File: config.mk
export PLATFORM = sky130hd
export DESIGN_NAME = door_mode_access_control
export DESIGN_NICKNAME = d
export VERILOG_FILES = /design/src/verilog/door_access_pkg.sv /design/src/verilog/holiday_match.sv /design/src/verilog/door_release_timer.sv /design/src/verilog/door_mode_access_control.sv
export SDC_FILE = /design/constraint.sdc
export NUM_CORES = 1
export LEC_CHECK = 0
export BUFFER_PORTS_ARGS = -buffer_cell sky130_fd_sc_hd__buf_2
export CAP_MARGIN = 20
export CORE_ASPECT_RATIO = 1.1
export CORE_MARGIN = 8
export CORE_UTILIZATION = 65
export CTS_CLUSTER_SIZE = 10
export DETAILED_ROUTE_END_ITERATION = 6
export MAX_ROUTING_LAYER = met4
export PLACE_DENSITY = 0.85
export SLEW_MARGIN = 20
export SYNTH_ARGS = -nofsm -noshare
export SYNTH_HDL_FRONTEND = slang
export SYNTH_HIERARCHICAL = 1
export SYNTH_SLANG_ARGS = --single-unit
File: constraint.sdc
create_clock -name sys_clk -period 5.3 [get_ports sys_clk]
set_clock_uncertainty 0.2 [all_clocks]
set_input_delay 1.06 -clock sys_clk [delete_from_list [all_inputs] [get_ports sys_clk]]
set_output_delay 1.06 -clock sys_clk [all_outputs]
set_load 0.02 [all_outputs]
File: src/verilog/door_access_pkg.sv
// shared constants and types for the door access mode logic
package door_access_pkg;

  // ********
  // sizes and special schedules
  // ********
  localparam int NUM_DOORS = 2; // two doors, two reader ports
  localparam logic [7:0] OPEN_SCHEDULE = 8'h00; // always open schedule number
  localparam logic [7:0] AUTO_UNLOCK_SCHEDULE = 8'hc8; // schedule 200, auto unlock
  localparam int HOLIDAY_DAY = 8; // holiday entry of each schedule
  localparam int HOLIDAY_DEPTH = 16; // holiday table entries

  // ********
  // timing
  // ********
  localparam int CLK_PERIOD_NS = 50; // sys_clk period
  localparam int SECOND_NS = 1000000000; // one second in ns
  localparam int TICKS_PER_SECOND = SECOND_NS / CLK_PERIOD_NS;
  localparam int STRAP_SETTLE = 3; // cycles before jumpers are caught

  // ********
  // serial default settings
  // ********
  localparam int SERIAL_BAUD = 9600; // forced baud rate
  localparam int CLK_HZ = TICKS_PER_SECOND;
  localparam logic [11:0] SERIAL_BAUD_DIV = 12'(CLK_HZ / SERIAL_BAUD);
  localparam logic [3:0] SERIAL_DATA_BITS = 4'h8; // forced data bits
  localparam logic SERIAL_PARITY_ON = 1'b0; // no parity

  // ********
  // enumerations
  // ********
  typedef enum logic [1:0] {MODE_NORMAL, MODE_LOCKDOWN, MODE_PASSAGE} doorMode_type;
  typedef enum logic [1:0] {CARD_ACCESS, CARD_LOCKDOWN, CARD_FORCE_OPEN,
                            CARD_END_FORCED} cardKind_type;
  typedef enum logic [1:0] {HOST_NONE, HOST_LOCKDOWN, HOST_PASSAGE,
                            HOST_NORMAL} hostOp_type;

  // ********
  // carriers
  // ********
  typedef struct packed {
    logic valid; // one-cycle card read
    cardKind_type kind; // access card or control card
    logic [7:0] schedule; // card's schedule number
    logic weekdayPermit; // today's weekday entry covers now
    logic holidayPermit; // day 8 entry covers now
  } cardEvent_type;

  typedef struct packed {
    hostOp_type op; // forced mode request
    logic door; // door index
  } hostCmd_type;

  typedef struct packed {
    logic weekdayActive; // schedule 200 weekday entry covers now
    logic holidayActive; // schedule 200 day 8 entry covers now
  } unlockWindow_type;

  typedef struct packed {
    logic [6:0] year; // year offset
    logic [3:0] month;
    logic [4:0] day;
  } calDate_type;

  typedef struct packed {
    logic valid;
    logic recurring; // match every year
    calDate_type date;
  } holidayEntry_type;

  typedef struct packed {
    logic d0; // first input line
    logic d1; // second input line
  } readerLines_type;

  typedef struct packed {
    logic wiegandD0;
    logic wiegandD1;
    logic abaClock;
    logic abaData;
    logic barcode;
  } readerSignals_type;

  typedef struct packed {
    logic learnFitted;
    logic usbSelect;
    logic rs422Select;
    logic onlinePortFitted;
    logic serialDefaultFitted;
  } jumpers_type;

  typedef struct packed {
    logic learnMode;
    logic usbActive;
    logic rs422Active;
    logic onlineNetwork;
    logic serialOverride;
    logic [11:0] baudDiv;
    logic [3:0] dataBits;
    logic parityOn;
  } portConfig_type;

endpackage : door_access_pkg

File: src/verilog/holiday_match.sv
// holiday table with recurring and one-off date matching
`timescale 1ns/100ps
module holiday_match
  import door_access_pkg::*;
#(
  parameter int DEPTH = HOLIDAY_DEPTH
) (
  // clock and reset
  input wire logic sys_clk,
  input wire logic reset_n,
  // table write
  input wire logic wrEn,
  input wire logic [$clog2(DEPTH)-1:0] wrIndex,
  input wire holidayEntry_type wrEntry,
  // calendar
  input wire calDate_type today,
  output logic isHoliday_q
);

  initial begin
    if (DEPTH < 2) $error("DEPTH must be at least 2");
  end

  holidayEntry_type table_q [DEPTH];   // programmed holidays
  logic [DEPTH-1:0] hit;               // per entry match

  // table storage
  always_ff @(posedge sys_clk or negedge reset_n) begin
    if (!reset_n) begin
      for (int i = 0; i < DEPTH; i++) table_q[i] <= '0;
    end else if (wrEn) begin
      table_q[wrIndex] <= wrEntry;
    end
  end

  // recurring ignores the year, one-off needs it too
  for (genvar g = 0; g < DEPTH; g++) begin : gMatch
    assign hit[g] = table_q[g].valid
                 && table_q[g].date.month == today.month
                 && table_q[g].date.day == today.day
                 && (table_q[g].recurring || table_q[g].date.year == today.year);
  end

  // registered holiday flag
  always_ff @(posedge sys_clk or negedge reset_n) begin
    if (!reset_n) isHoliday_q <= 1'b0;
    else isHoliday_q <= |hit;
  end

endmodule : holiday_match

File: src/verilog/door_release_timer.sv
// momentary unlock timer counting whole seconds
`timescale 1ns/100ps
module door_release_timer
  import door_access_pkg::*;
#(
  parameter int TICKS = TICKS_PER_SECOND
) (
  // clock and reset
  input wire logic sys_clk,
  input wire logic reset_n,
  // control
  input wire logic start,
  input wire logic abort,
  input wire logic [7:0] seconds,
  output logic active_q
);

  initial begin
    if (TICKS < 1) $error("TICKS must be positive");
  end

  logic [31:0] tick_q;    // prescaler within one second
  logic [7:0] secLeft_q;  // seconds still to run

  // prescaler and second countdown; a fresh start restarts the period
  always_ff @(posedge sys_clk or negedge reset_n) begin
    if (!reset_n) begin
      tick_q <= '0;
      secLeft_q <= '0;
      active_q <= 1'b0;
    end else if (abort) begin
      tick_q <= '0;
      secLeft_q <= '0;
      active_q <= 1'b0;
    end else if (start) begin
      tick_q <= '0;
      secLeft_q <= (seconds == 8'h00) ? 8'h01 : seconds;
      active_q <= 1'b1;
    end else if (active_q) begin
      if (tick_q == 32'(TICKS - 1)) begin
        tick_q <= '0;
        secLeft_q <= secLeft_q - 8'h01;
        if (secLeft_q == 8'h01) active_q <= 1'b0;
      end else begin
        tick_q <= tick_q + 32'h1;
      end
    end
  end

endmodule : door_release_timer

File: src/verilog/door_mode_access_control.sv
// per-door access modes, schedules, holidays, jumpers and reader routing
// Notes on behaviour
// - holiday start releases relay, uses day 8
// - on holidays grant only day 8 or schedule 0
// - recurring holidays yearly, others exact date only
// - first-person-in: stay locked at unlock start
// - first valid read unlocks until period ends
// - valid read means grantable without unlock period
// - without first-person-in unlock at period start
// - lockdown by host command or lockdown card
// - lockdown grants only schedule 0 cards
// - lockdown ends by host or end card
// - passage by host command or force-open card
// - passage holds door unlocked until changed
// - resume normal returns to schedules and cards
// - remote release unlocks for unlock cycle time
// - learn jumper absent at power-up: learn mode
// - sample host port selection jumpers
// - online jumper picks network or serial path
// - serial default forces 9600, 8 bits, no parity
// - port 1 lines: D0/clock/barcode, D1/data
// - port 2 lines: D0/clock, D1/data, no barcode
// - green and second LED output per port
// - forced modes suppress scheduled auto unlock
// - schedule 0 always open, holidays included
// - schedule 200 drives automatic unlock, day 8 holidays
`timescale 1ns/100ps
module door_mode_access_control
  import door_access_pkg::*;
#(
  parameter int DOORS = NUM_DOORS,
  parameter int TICKS = TICKS_PER_SECOND,
  parameter int HOL_DEPTH = HOLIDAY_DEPTH
) (
  // clock and reset
  input wire logic sys_clk,
  input wire logic reset_n,

  // host management requests
  input wire hostCmd_type hostCmd,

  // decoded card reads, one per reader port
  input wire cardEvent_type [DOORS-1:0] cardEvent,

  // automatic unlock schedule windows
  input wire unlockWindow_type [DOORS-1:0] unlockWindow,

  // per door options
  input wire logic [DOORS-1:0] firstPersonIn,
  input wire logic [DOORS-1:0][7:0] unlockSeconds,

  // holiday table and calendar
  input wire logic holWrEn,
  input wire logic [$clog2(HOL_DEPTH)-1:0] holWrIndex,
  input wire holidayEntry_type holWrEntry,
  input wire calDate_type today,

  // pins: remote release switches, jumpers, reader lines
  input wire logic [DOORS-1:0] remoteReleasePin,
  input wire jumpers_type jumperPins,
  input wire readerLines_type [DOORS-1:0] readerPins,

  // door outputs
  output logic [DOORS-1:0] relay_q,
  output doorMode_type [DOORS-1:0] doorMode_q,
  output logic [DOORS-1:0] grant_q,
  output logic [DOORS-1:0] deny_q,
  output logic holiday_q,

  // reader port outputs
  output readerSignals_type [DOORS-1:0] readerSignals_q,
  output logic [DOORS-1:0] ledGreen_q,
  output logic [DOORS-1:0] ledSecond_q,

  // host port selection
  output portConfig_type portConfig_q
);

  // parameter checks
  initial begin
    if (DOORS != 2) $error("two doors only");
    if (TICKS < 1) $error("TICKS must be positive");
  end

  // ********
  // pin synchronisers
  // ********

  logic [DOORS-1:0] releaseMeta_q; // first stage, remote release
  logic [DOORS-1:0] releaseSync_q; // second stage
  logic [DOORS-1:0] releasePrev_q; // for edge detection

  jumpers_type jumperMeta_q; // first stage, jumpers
  jumpers_type jumperSync_q; // second stage

  readerLines_type [DOORS-1:0] readerMeta_q; // first stage, reader lines
  readerLines_type [DOORS-1:0] readerSync_q; // second stage

  // two flops on every pin
  always_ff @(posedge sys_clk or negedge reset_n) begin
    if (!reset_n) begin
      releaseMeta_q <= '0;
      releaseSync_q <= '0;
      releasePrev_q <= '0;
      jumperMeta_q <= '0;
      jumperSync_q <= '0;
      readerMeta_q <= '0;
      readerSync_q <= '0;
    end else begin
      releaseMeta_q <= remoteReleasePin;
      releaseSync_q <= releaseMeta_q;
      releasePrev_q <= releaseSync_q;
      jumperMeta_q <= jumperPins;
      jumperSync_q <= jumperMeta_q;
      readerMeta_q <= readerPins;
      readerSync_q <= readerMeta_q;
    end
  end

  // ********
  // power-up jumper capture
  // ********

  logic [1:0] settle_q;   // cycles since reset release
  logic captured_q;       // jumpers caught once

  // wait for the synchroniser to fill, then latch once
  always_ff @(posedge sys_clk or negedge reset_n) begin
    if (!reset_n) begin
      settle_q <= '0;
      captured_q <= 1'b0;
    end else if (!captured_q) begin
      if (settle_q == 2'(STRAP_SETTLE - 1)) captured_q <= 1'b1;
      else settle_q <= settle_q + 2'h1;
    end
  end

  // host port selection from the caught jumpers
  always_ff @(posedge sys_clk or negedge reset_n) begin
    if (!reset_n) begin
      portConfig_q <= '0;
    end else if (!captured_q && settle_q == 2'(STRAP_SETTLE - 1)) begin
      portConfig_q.learnMode <= ~jumperSync_q.learnFitted;
      portConfig_q.usbActive <= jumperSync_q.usbSelect;
      portConfig_q.rs422Active <= jumperSync_q.rs422Select;
      // removed serial jumper forces serial as online port
      if (!jumperSync_q.serialDefaultFitted) begin
        portConfig_q.serialOverride <= 1'b1;
        portConfig_q.onlineNetwork <= 1'b0;
      end else begin
        portConfig_q.serialOverride <= 1'b0;
        portConfig_q.onlineNetwork <= jumperSync_q.onlinePortFitted;
      end
      portConfig_q.baudDiv <= SERIAL_BAUD_DIV;
      portConfig_q.dataBits <= SERIAL_DATA_BITS;
      portConfig_q.parityOn <= SERIAL_PARITY_ON;
    end
  end

  // ********
  // holidays
  // ********

  logic holPrev_q; // holiday flag one cycle ago
  logic holidayNow; // registered holiday match
  logic holidayStart; // first cycle of a holiday period

  holiday_match #(
    .DEPTH(HOL_DEPTH)
  ) uHoliday (
    .sys_clk(sys_clk),
    .reset_n(reset_n),
    .wrEn(holWrEn),
    .wrIndex(holWrIndex),
    .wrEntry(holWrEntry),
    .today(today),
    .isHoliday_q(holidayNow)
  );

  assign holidayStart = holidayNow & ~holPrev_q;

  // holiday edge and mirrored output
  always_ff @(posedge sys_clk or negedge reset_n) begin
    if (!reset_n) begin
      holPrev_q <= 1'b0;
      holiday_q <= 1'b0;
    end else begin
      holPrev_q <= holidayNow;
      holiday_q <= holidayNow;
    end
  end

  // ********
  // per door logic
  // ********

  for (genvar d = 0; d < DOORS; d++) begin : gDoor

    // card handling
    logic hostHit; // host request aimed at this door
    logic cardIn; // card read on this door's reader
    logic openCard; // card on the always open schedule
    logic schedPermit; // card's own schedule covers now
    logic wouldGrant; // grant as if no unlock period ran
    logic cardGrant; // access card granted now

    // scheduled unlock
    logic windowRaw; // schedule 200 window for today
    logic window; // window after forced mode suppression
    logic windowPrev_q; // window one cycle ago
    logic windowStart; // first cycle of a window
    logic fpiOpen_q; // window opened by a valid read
    logic schedOpen; // scheduled unlock in force

    // momentary unlock
    logic releaseEdge; // remote release switch closed
    logic timerStart; // start of momentary unlock
    logic timerActive; // momentary unlock running

    doorMode_type modeNext; // mode after this cycle's requests

    assign hostHit = hostCmd.op != HOST_NONE && hostCmd.door == 1'(d);
    assign cardIn = cardEvent[d].valid;
    assign openCard = cardEvent[d].schedule == OPEN_SCHEDULE;

    // day 8 entry on holidays, weekday entry otherwise
    assign schedPermit = holidayNow ? cardEvent[d].holidayPermit
                                    : cardEvent[d].weekdayPermit;
    assign wouldGrant = openCard || schedPermit;

    // lockdown lets only schedule 0 cards through
    assign cardGrant = cardIn && cardEvent[d].kind == CARD_ACCESS
                    && (doorMode_q[d] == MODE_LOCKDOWN ? openCard
                                                       : wouldGrant);

    // forced mode requests, host first then control card
    always_comb begin
      modeNext = doorMode_q[d];
      if (hostHit) begin
        unique case (hostCmd.op)
          HOST_LOCKDOWN: modeNext = MODE_LOCKDOWN;
          HOST_PASSAGE: modeNext = MODE_PASSAGE;
          HOST_NORMAL: modeNext = MODE_NORMAL;
          HOST_NONE: modeNext = doorMode_q[d];
        endcase
      end else if (cardIn) begin
        unique case (cardEvent[d].kind)
          CARD_LOCKDOWN: modeNext = MODE_LOCKDOWN;
          CARD_FORCE_OPEN: modeNext = MODE_PASSAGE;
          CARD_END_FORCED: modeNext = MODE_NORMAL;
          CARD_ACCESS: modeNext = doorMode_q[d];
        endcase
      end
    end

    // mode register, latest request wins, host over card in the same cycle
    always_ff @(posedge sys_clk or negedge reset_n) begin
      if (!reset_n) doorMode_q[d] <= MODE_NORMAL;
      else doorMode_q[d] <= modeNext;
    end

    // schedule 200 window, holiday entry on holidays
    assign windowRaw = holidayNow ? unlockWindow[d].holidayActive
                                  : unlockWindow[d].weekdayActive;
    assign window = windowRaw && doorMode_q[d] == MODE_NORMAL;
    assign windowStart = window && !windowPrev_q;

    // first-person-in latch, dropped at window end or holiday start
    always_ff @(posedge sys_clk or negedge reset_n) begin
      if (!reset_n) begin
        windowPrev_q <= 1'b0;
        fpiOpen_q <= 1'b0;
      end else begin
        windowPrev_q <= window;
        if (!window || holidayStart) fpiOpen_q <= 1'b0;
        else if (windowStart) fpiOpen_q <= 1'b0;
        else if (cardIn && cardEvent[d].kind == CARD_ACCESS && wouldGrant)
          fpiOpen_q <= 1'b1;
      end
    end

    // immediate or delayed scheduled unlock
    assign schedOpen = firstPersonIn[d] ? fpiOpen_q
                                        : window && !holidayStart;

    assign releaseEdge = releaseSync_q[d] && !releasePrev_q[d];
    assign timerStart = releaseEdge || cardGrant;

    door_release_timer #(
      .TICKS(TICKS)
    ) uTimer (
      .sys_clk(sys_clk),
      .reset_n(reset_n),
      .start(timerStart),
      .abort(holidayStart),
      .seconds(unlockSeconds[d]),
      .active_q(timerActive)
    );

    // relay drive and read outcome
    always_ff @(posedge sys_clk or negedge reset_n) begin
      if (!reset_n) begin
        relay_q[d] <= 1'b0;
        grant_q[d] <= 1'b0;
        deny_q[d] <= 1'b0;
      end else begin
        relay_q[d] <= modeNext == MODE_PASSAGE
                   || (doorMode_q[d] == MODE_NORMAL && schedOpen)
                   || (timerActive && !holidayStart);
        grant_q[d] <= cardGrant;
        deny_q[d] <= cardIn && cardEvent[d].kind == CARD_ACCESS && !cardGrant;
      end
    end

    // green shows an open door, second LED flags a refusal
    always_ff @(posedge sys_clk or negedge reset_n) begin
      if (!reset_n) begin
        ledGreen_q[d] <= 1'b0;
        ledSecond_q[d] <= 1'b0;
      end else begin
        ledGreen_q[d] <= relay_q[d];
        ledSecond_q[d] <= deny_q[d];
      end
    end

  end

  // ********
  // reader line routing
  // ********

  // first line carries D0 or clock, second D1 or data
  always_ff @(posedge sys_clk or negedge reset_n) begin
    if (!reset_n) begin
      readerSignals_q <= '0;
    end else begin
      for (int p = 0; p < DOORS; p++) begin
        // D0, D1, clock, data, barcode; barcode on the first port only
        readerSignals_q[p] <= '{readerSync_q[p].d0, readerSync_q[p].d1,
          readerSync_q[p].d0, readerSync_q[p].d1,
          (p == 0) ? readerSync_q[p].d0 : 1'b0};
      end
    end
  end

endmodule : door_mode_access_control

==> impl_metrics.ini, run 1 <==
[detailed_routing]
dr.pass1.iters = 6
via_per_inst = 6.08
drtIter0Drc = 942
num_vias = 13500
wirelength_um = 47700
drc = 0
final_antenna_net_count = 0
post_drt_wl_per_cell_um = 21.5

[cells_and_area]
finish.net_count = 1896
area_growth_pct = 9.79
fillers = 2104
fin_cells = 2217
final_layout_size_suffix_gt1_share_pct = 28.3
fin_util_pct = 72.4

[clock_tree]
clockBufferDepth = 3
cts_hold_buf = 0
path_clk_slew_ps = 50
cts.sinks = 427
insertion_delay_ps = 550
cts-resized-gates = 0
cts_root_buf = clkbuf_16
h-tree-depth = 2
cts_tree = yes
post_cts_buffers = 0
cts-buffers-inserted = 49

[global_routing]
antenna_found_initial = 1
overflow = 0
grt_max_degree = 122
track_usage_pct = 26.2
first_global_vias = 14300
grt_pass1_wl_um = 76200

[synth]
synth_compound_area_share_pct = 3.68
synthAdderAreaFrac_pct = 0.423
synth_xor_area_share_pct = 13.7
syn-cell-area_sq_um = 20700
synth_top_area_cell = dfrtp_1
async_flop_share_pct = 100
synthSimpleGateAreaFrac_pct = 10.3
synthTopCellsByArea = dfrtp_1, mux2_2, xor2_1
synthCells = 1695
ys_seq_elements = 427
avgSynthCellArea_sq_um = 12.2
synth_warnings = 6
synth_flop_cell = dfrtp_1
yosys.area.top_type_share_pct = 51.6
synth.distinct_cells = 56
synth-edff-count = 0
ys_seq_area_share_pct = 51.6
muxShareOfSynthArea_pct = 16.4
synth_top_family_by_area = multiplexers

[worst_setup_path]
cp-start-kind = input pin
path_cells = buf_2 > or4_4 > o2bb2ai_2 > and2_4 > a21o_1 > nor3_1 > nor4b_1 > nand3_1 > xor2_1 > nor2_1
arrival_ps = 3950
endpoint_kind = register
crit_family = simple AND/OR/NAND/NOR gates
path_buf_inv = 1
worstPathRequired_ps = 5510
path_class = in2reg
cp_max_fo = 20
slowest_delay_ps = 720
slowest_stage = nor4b_1

[sta]
post-route-period-util_pct = 70.6
tightest_slew_ps = 1060
maxSlewViolCount = 0
hold_violations = 0
max_freq_mhz = 267
relSlewSlack_pct = 29.3
fin_tns_setup_ps = 0
period_minus_slack_ps = 3740
finalSetupViolCount = 0
setup_ws_ps = 1560
grt_setup_unrepaired = false

[power]
power_uw = 8650
peakVddDrop_v = 0.000320
p_leak_uw = 0.0101
power.density_nw_per_um2 = 381

[die]
die_width_um = 186
num_rows = 68
die_h_um = 203
coreArea_sq_um = 31400
initial_core_util_pct = 65.9
pin_count = 150
die_area_sq_um = 37800

[placed_design]
dpl.cell_count = 2155
dp_slack_ps = 1050
gp_congestion = 0.894
port_buffers = 136
hpwl_um = 29600

[run]
cap_violations = 0

[min_path]
hold_class = reg2reg

[run_status]
status = finished clean
## sequential cells by signal, indices dropped and copies added (netlist names), 4 cells and up
register and flops:
jumperMeta_q 5, gDoor.uTimer/tick_q 64, readerSync_q 4, doorMode_q 4
readerMeta_q 4, readerSignals_q 4, gDoor.uTimer/secLeft_q 16, portConfig_q 6
uHoliday/table_q 288, jumperSync_q 5
## layout by cell type, fill, tap and decap left out, drive strengths merged, types with 6 or more instances in the layout
master,instances
dfrtp,427
xor2,238
nand2b,11
a21oi,28
o21ai,11
or3,13
ha,7
nand4,48
nand3,29
nand2,44
conb,13
buf,143
inv,39
xnor2,85
and2,11
clkbuf,55
and4,6
or4,6
o22ai,10
a41oi,20
nor2,90
and3,14
nor4,74
o21a,15
nor3,20
mux2,294
## final cells by class
class	instances	area, sq um	area share (%)
clock buffer	55	1310	5.77
tap	420	526	2.31
sequential	427	10700	47.0
multi-input combinational	1128	9250	40.7
inverter	37	139	0.611
clock inverter	2	17.5	0.0771
antenna	5	12.5	0.0551
timing repair buffer	143	781	3.44
## power breakdown
part           internal (uW)  switching (uW)
combinational            791             673
clock                   1720            1200
sequential              3840             420
total                   6350            2300
## kinds of logic after synthesis
family | after synthesis
flops | 427
simple gates | 383
buf+inv | 152
xor+xnor | 323
compound gates | 108
fa+ha+maj | 7
other cells | 1
mux | 294
## final timing paths
kind	end	startpoint	cells past startpoint	slack, ps
worst max-delay path	gDoor[1].uTimer/tick_q[13]$_DFFE_PN0P_	cardEvent[20]	10	1560
worst min-delay path	readerSignals_q[1]$_DFF_PN0_	readerSync_q[0]$_DFF_PN0_	0	140
worst max register to register	gDoor[1].uTimer/tick_q[29]$_DFFE_PN0P_	uHoliday/isHoliday_q$_DFF_PN0_	9	1730
worst min register to register	readerSignals_q[1]$_DFF_PN0_	readerSync_q[0]$_DFF_PN0_	0	140
max in group asynchronous	uHoliday/table_q[113]$_DFFE_PN0P_	reset_n	2	3490
min in group asynchronous	portConfig_q[19]$_DFFE_PN0P_	reset_n	1	330
## per-stage QoR
step	hold slack, ps	instance area (sq um)
floorplan	131	20700
global placement	132	21400
detailed placement	135	21400
CTS	147	22700
global route	152	22700
finish	142	22700
## metal layers
metal	track usage [%]	vias up	wire (um)
met2	45.0	458	24600
li1	-	6041	-
met5	-	-	0
met3	3.72	115	2840
met1	31.1	6864	18900
met4	9.11	0	1470
## cell usage after synthesis (3+ instances only)
| library cell | count |
|---|---|
| and2_1 | 9 |
| nor4b_1 | 4 |
| a21oi_1 | 26 |
| or3_1 | 13 |
| or2_2 | 3 |
| a41oi_1 | 20 |
| o21ai_0 | 11 |
| nand2b_1 | 11 |
| xnor2_1 | 85 |
| mux2_1 | 11 |
| mux2_4 | 20 |
| nor3_1 | 20 |
| nand3_1 | 29 |
| o21a_1 | 15 |
| dfrtp_1 | 427 |
| buf_4 | 37 |
| and3_1 | 14 |
| buf_6 | 5 |
| nand2_1 | 42 |
| xor2_1 | 238 |
| clkbuf_1 | 30 |
| nor2_1 | 81 |
| buf_2 | 41 |
| nor4_1 | 74 |
| and4_1 | 6 |
| or4_4 | 4 |
| nor2_2 | 9 |
| nand4_1 | 46 |
| mux2_2 | 263 |
| o22ai_1 | 10 |
| inv_1 | 37 |
| a31oi_1 | 4 |
| nand3b_1 | 4 |
| ha_1 | 7 |
Power figures use the tool's default switching activity.
==> run 2: changes to the inputs <==
--- a/config.mk
+++ b/config.mk
@@ -9,11 +9,11 @@
 export CAP_MARGIN = 20
 export CORE_ASPECT_RATIO = 1.1
 export CORE_MARGIN = 8
-export CORE_UTILIZATION = 65
+export CORE_UTILIZATION = 61
 export CTS_CLUSTER_SIZE = 10
 export DETAILED_ROUTE_END_ITERATION = 6
 export MAX_ROUTING_LAYER = met4
-export PLACE_DENSITY = 0.85
+export PLACE_DENSITY = 0.81
 export SLEW_MARGIN = 20
 export SYNTH_ARGS = -nofsm -noshare
 export SYNTH_HDL_FRONTEND = slang
==> constraint.sdc (replaced) <==
create_clock -name sys_clk -period 3.9 [get_ports sys_clk]
set_clock_uncertainty 0.2 [all_clocks]
set_input_delay 0.78 -clock sys_clk [delete_from_list [all_inputs] [get_ports sys_clk]]
set_output_delay 0.78 -clock sys_clk [all_outputs]
set_load 0.02 [all_outputs]
==> run 2 against run 1 <==
Compared with the run above:
- clock power up 35%
- final area up 0.65%
- flip-flop and latch count unchanged
- worst hold slack worse by 130 ps
- final cell count up 1.3%
- via count down 1.0%
- sequential share of layout area down 0.30 points
- critical path depth unchanged
- core utilization down 3.8 points
- setup slack worse by 660 ps
- critical endpoint is now gDoor[0].uTimer/tick_q[31]$_DFFE_PN0P_
- register-to-register slack worse by 830 ps
==> impl_metrics.ini, run 2 (synthesized netlist as in run 1, its figures left out) <==
[worst_setup_path]
cp_max_fo = 19
endpoint_kind = register
cp-start-kind = register
timing.rr.start = uHoliday/isHoliday_q$_DFF_PN0_
worstPathRequired_ps = 4100
path_class = reg2reg
slowest_delay_ps = 540
critPathLaunch = uHoliday/isHoliday_q$_DFF_PN0_
arrival_ps = 3200
slowest_stage = dfrtp_1
rrSetupSlack_ps = 900
path_cells = mux2_2 > o2bb2ai_2 > and2_4 > a21o_1 > buf_4 > or3_1 > and4_1 > nand4_1 > xor2_1 > nor2_1

[sta]
relSlewSlack_pct = 31.1
tightest_slew_ps = 1030
period_minus_slack_ps = 3000
max_freq_mhz = 334
post-route-period-util_pct = 76.8
hold_violations = 0
grt_setup_unrepaired = false
finalSetupViolCount = 0
fin_tns_setup_ps = 0
maxSlewViolCount = 0

[global_routing]
first_global_vias = 14400
antenna_found_initial = 1
overflow = 0
grt_pass1_wl_um = 76100
grt_max_degree = 82
track_usage_pct = 24.4

[detailed_routing]
wirelength_um = 47100
post_drt_wl_per_cell_um = 21.0
drc = 0
via_per_inst = 5.94
dr.pass1.iters = 4
final_antenna_net_count = 0
drtIter0Drc = 790
num_vias = 13300

[clock_tree]
post_cts_buffers = 0
cts.sinks = 427
h-tree-depth = 2
insertion_delay_ps = 550
cts_root_buf = clkbuf_16
cts-buffers-inserted = 49
cts_hold_buf = 0
path_clk_slew_ps = 50
cts-resized-gates = 0
cts_tree = yes
clockBufferDepth = 3

[run_status]
status = finished clean

[placed_design]
dpl.cell_count = 2187
port_buffers = 136
hpwl_um = 30600
gp_congestion = 0.886

[cells_and_area]
final_cell_mix = dfrtp_1, mux2_2, xor2_1, buf_2, xnor2_1
fillers = 2368
multiInputGateArea_sq_um = 9250
top_register = uHoliday/table_q
largest_reg_flops = 288
finish.net_count = 1916
reg_top3 = uHoliday/table_q: 288 flops, gDoor.uTimer/tick_q: 64 flops, gDoor.uTimer/secLeft_q: 16 flops
seqCellArea_sq_um = 10700
final_common_cell = dfrtp_1
area_growth_pct = 10.5
fin_cells = 2246
final_layout_size_suffix_gt1_share_pct = 29.1

[die]
pin_count = 150
die_area_sq_um = 40100
initial_core_util_pct = 62.0
coreArea_sq_um = 33400
die_h_um = 209
num_rows = 70
die_width_um = 192

[power]
peakVddDrop_v = 0.000405
power.density_nw_per_um2 = 512
p_leak_uw = 0.0102

[min_path]
hold_class = in2async

[run]
cap_violations = 0
[run 2: area by class of cell]
type | count | share of cell area [%]
multi-input cells | 1128 | 40.4
clock buffers | 57 | 5.71
repair buffers | 163 | 4.13
inverters | 37 | 0.607
flip-flops and latches | 427 | 46.7
diodes | 2 | 0.0219
well taps | 432 | 2.36
[run 2: worst paths after layout]
kind / to / cells after the start
max: gDoor[0].uTimer/tick_q[31]$_DFFE_PN0P_ / 10
min: portConfig_q[17]$_DFFE_PN0P_ / 1
max reg2reg: gDoor[0].uTimer/tick_q[31]$_DFFE_PN0P_ / 10
min reg2reg: readerSync_q[3]$_DFF_PN0_ / 0
max in group asynchronous: gDoor[1].uTimer/tick_q[8]$_DFFE_PN0P_ / 2
min in group sys_clk: readerMeta_q[3]$_DFF_PN0_ / 1
[run 2: routing by layer]
metal / GRT usage (%) / share of wire, % / up-vias
li1: - / - / 6075
met4: 7.54 / 2.6 / 0
met3: 3.71 / 4.7 / 88
met5: - / 0 / -
met2: 43.0 / 52 / 326
met1: 28.2 / 40 / 6850
[run 2: power by group]
group	internal, uW	leakage [uW]	total (uW)	switching, uW
clock	2310	0.000643	3940	1630
combinational	1080	0.00431	1980	896
sequential	5220	0.00529	5780	556
total	8620	0.0102	11700	3090
[run 2: worst max-delay path: cells and delay by family (launching register included)]
kind | cells | cell delay [ps]
buf+inv | 1 | 190
xor+xnor | 1 | 150
compound gates | 2 | 300
mux | 1 | 400
flops | 1 | 540
simple gates | 5 | 1050
[run 2: stage by stage]
| step | worst slack (ps) | hold WS (ps) | util [%] | power (uW) | cell area [sq um] |
|---|---|---|---|---|---|
| after floorplan | 848 | 131 | - | 7240 | 20700 |
| after global placement | 496 | 132 | 64.6 | 7670 | 21600 |
| after detailed placement | 477 | 136 | 64.6 | 7810 | 21600 |
| after CTS | 910 | 29.6 | 68.5 | 11800 | 22900 |
| after global routing | 735 | 44.1 | 68.5 | 12200 | 22900 |
| final | 905 | 14.3 | 68.5 | 11700 | 22900 |
==> run 3: changes to the inputs <==
==> constraint.sdc (replaced) <==
create_clock -name sys_clk -period 3.05 [get_ports sys_clk]
set_clock_uncertainty 0.2 [all_clocks]
set_input_delay 0.61 -clock sys_clk [delete_from_list [all_inputs] [get_ports sys_clk]]
set_output_delay 0.61 -clock sys_clk [all_outputs]
set_load 0.02 [all_outputs]
==> run 3 against run 2 <==
Compared with the run above:
- core utilization increased by 1.8 points
- die area is the same
- count of clock-buffer cells in the layout unchanged
- first-iteration DRC count shrank 0.13%
- critical endpoint is now gDoor[0].uTimer/tick_q[30]$_DFFE_PN0P_
- largest power group unchanged
- highest routed layer unchanged
==> impl_metrics.ini, run 3 (synthesized netlist as in run 1, its figures left out) <==
[die]
num_rows = 70
die_area_sq_um = 40100
coreArea_sq_um = 33400
die_width_um = 192
initial_core_util_pct = 62.0
die_h_um = 209
pin_count = 150

[clock_tree]
cts.sinks = 427
insertion_delay_ps = 550
post_cts_buffers = 0
h-tree-depth = 2
cts_tree = yes
cts_root_buf = clkbuf_16
clockBufferDepth = 3
cts-buffers-inserted = 49
path_clk_slew_ps = 50

[power]
power.switching_uw = 4010
swShare_pct = 26.5
pwr-share-clk_pct = 33.8
power.density_nw_per_um2 = 644
p_leak_uw = 0.0106
pwr-share-comb_pct = 17.3
intPower_uw = 11100
peakVddDrop_v = 0.000516
p_seq_share_pct = 48.9

[placed_design]
gp_congestion = 0.908
port_buffers = 136
dp_slack_ps = -306
hpwl_um = 31900

[cells_and_area]
finish.net_count = 1970
final_cell_mix = dfrtp_1, mux2_2, xor2_1, buf_2, xnor2_1
top_register = uHoliday/table_q
final_layout_size_suffix_gt1_share_pct = 30.7
area_growth_pct = 13.5
fillers = 2276
fin_util_pct = 70.4
reg_top3 = uHoliday/table_q: 288 flops, gDoor.uTimer/tick_q: 64 flops, gDoor.uTimer/secLeft_q: 16 flops
largest_reg_flops = 288
final_common_cell = dfrtp_1

[worst_setup_path]
cp-start-kind = register
worstPathRequired_ps = 3290
endpoint = gDoor[0].uTimer/tick_q[30]$_DFFE_PN0P_
critPathLaunch = uHoliday/isHoliday_q$_DFF_PN0_
reg2reg_to = gDoor[0].uTimer/tick_q[30]$_DFFE_PN0P_
timing.rr.start = uHoliday/isHoliday_q$_DFF_PN0_
arrival_ps = 3100
cp_max_fo = 19
ff2ff_path_depth = 10
endpoint_kind = register
rrSetupSlack_ps = 190
path_class = reg2reg

[detailed_routing]
route.met2.wl_um = 25400
drtIter0Drc = 789
num_vias = 13500
dr.pass1.iters = 7
wl_met3_um = 2170
final_antenna_net_count = 0
top_layer = met4
via_per_inst = 5.89
drc = 0
wl_met1_um = 19700
wirelength_um = 48500
post_drt_wl_per_cell_um = 21.1

[sta]
maxSlewViolCount = 0
post-route-period-util_pct = 93.7
grt_setup_unrepaired = false
hold_violations = 0
period_minus_slack_ps = 2860
finalSetupViolCount = 0
fin_tns_setup_ps = 0
max_freq_mhz = 350
tightest_slew_ps = 838
relSlewSlack_pct = 44.1
setup_ws_ps = 191

[global_routing]
grt_max_degree = 71
overflow = 0
antenna_found_initial = 1
grt_pass1_wl_um = 77700
first_global_vias = 14500
track_usage_pct = 25.0

[min_path]
hold_class = in2reg

[run_status]
status = finished clean

[run]
cap_violations = 0
[run 3: changes by cell type in the layout (fill, tap and decap cells not counted), moves of 2 or more]
| cell | previous run | this run |
|---|---|---|
| buf_12 | 4 | 15 |
| clkbuf_8 | 5 | 2 |
| clkbuf_16 | 49 | 51 |
| dlygate4sd3_1 | 0 | 12 |
| buf_4 | 23 | 54 |
| nor3_2 | 0 | 3 |
| nor3_1 | 20 | 17 |
[run 3: how the worst min path moves through the flow]
stage	startpoint	end	slack (ps)	depth (start not counted)
floorplan	reset_n	captured_q$_DFF_PN0_	110	0
global placement	readerSync_q[1]$_DFF_PN0_	readerSignals_q[0]$_DFF_PN0_	130	0
detailed placement	readerSync_q[0]$_DFF_PN0_	readerSignals_q[1]$_DFF_PN0_	130	0
CTS	cardEvent[12]	deny_q[0]$_DFF_PN0_	90	3
global route	unlockSeconds[9]	gDoor[1].uTimer/secLeft_q[1]$_DFFE_PN0P_	120	3
finish	cardEvent[12]	deny_q[0]$_DFF_PN0_	120	3
[run 3: area by class of cell]
| class | instances | area [sq um] | area share (%) |
|---|---|---|---|
| Inverter | 37 | 139 | 0.592 |
| Tap cell | 432 | 541 | 2.30 |
| Antenna cell | 1 | 2.50 | 0.0107 |
| Sequential cell | 427 | 10700 | 45.5 |
| Clock buffer | 57 | 1320 | 5.62 |
| Clock inverter | 2 | 16.3 | 0.0693 |
| Multi-Input combinational cell | 1128 | 9260 | 39.4 |
| Timing Repair Buffer | 217 | 1520 | 6.46 |
[run 3: what timing repair did]
item,CTS,global route
gates resized for setup,0,3
hold buffers,12,0
setup endpoints to repair,0,14
hold endpoints to repair,65,0
[run 3: critical path, cell delays in order (launching register included)]
cell and delay [ps]:
dfrtp_1 490, mux2_2 390, o2bb2ai_2 140, and2_4 160
a21o_1 160, buf_4 190, or3_1 450, and4_1 230
nand4_1 100, xor2_1 170, nor2_1 60
[run 3: layer usage]
layer	up-vias	global-route usage [%]
met3	94	3.23
met2	342	43.8
met1	6926	29.5
met4	0	7.65
met5	-	-
li1	6185	-
[run 3: stage by stage]
stage	instance area, sq um	hold slack [ps]	cells	power, uW
after floorplan	20700	114	1707	9250
after global placement	22000	132	2229	9880
after detailed placement	22000	135	2229	10100
after CTS	23500	94.1	2300	15200
after global routing	23500	125	2301	15800
final	23500	120	2301	15100
[run 3: power by group through the flow]
| stage | clock, uW | combinational [uW] | sequential, uW |
|---|---|---|---|
| 2_1_floorplan | 0 | 1940 | 7310 |
| 3_3_place_gp | 0 | 2490 | 7390 |
| 3_5_place_dp | 0 | 2590 | 7460 |
| 4_1_cts | 5220 | 2640 | 7380 |
| 5_1_grt | 5450 | 2870 | 7510 |
| 6_report | 5110 | 2620 | 7390 |
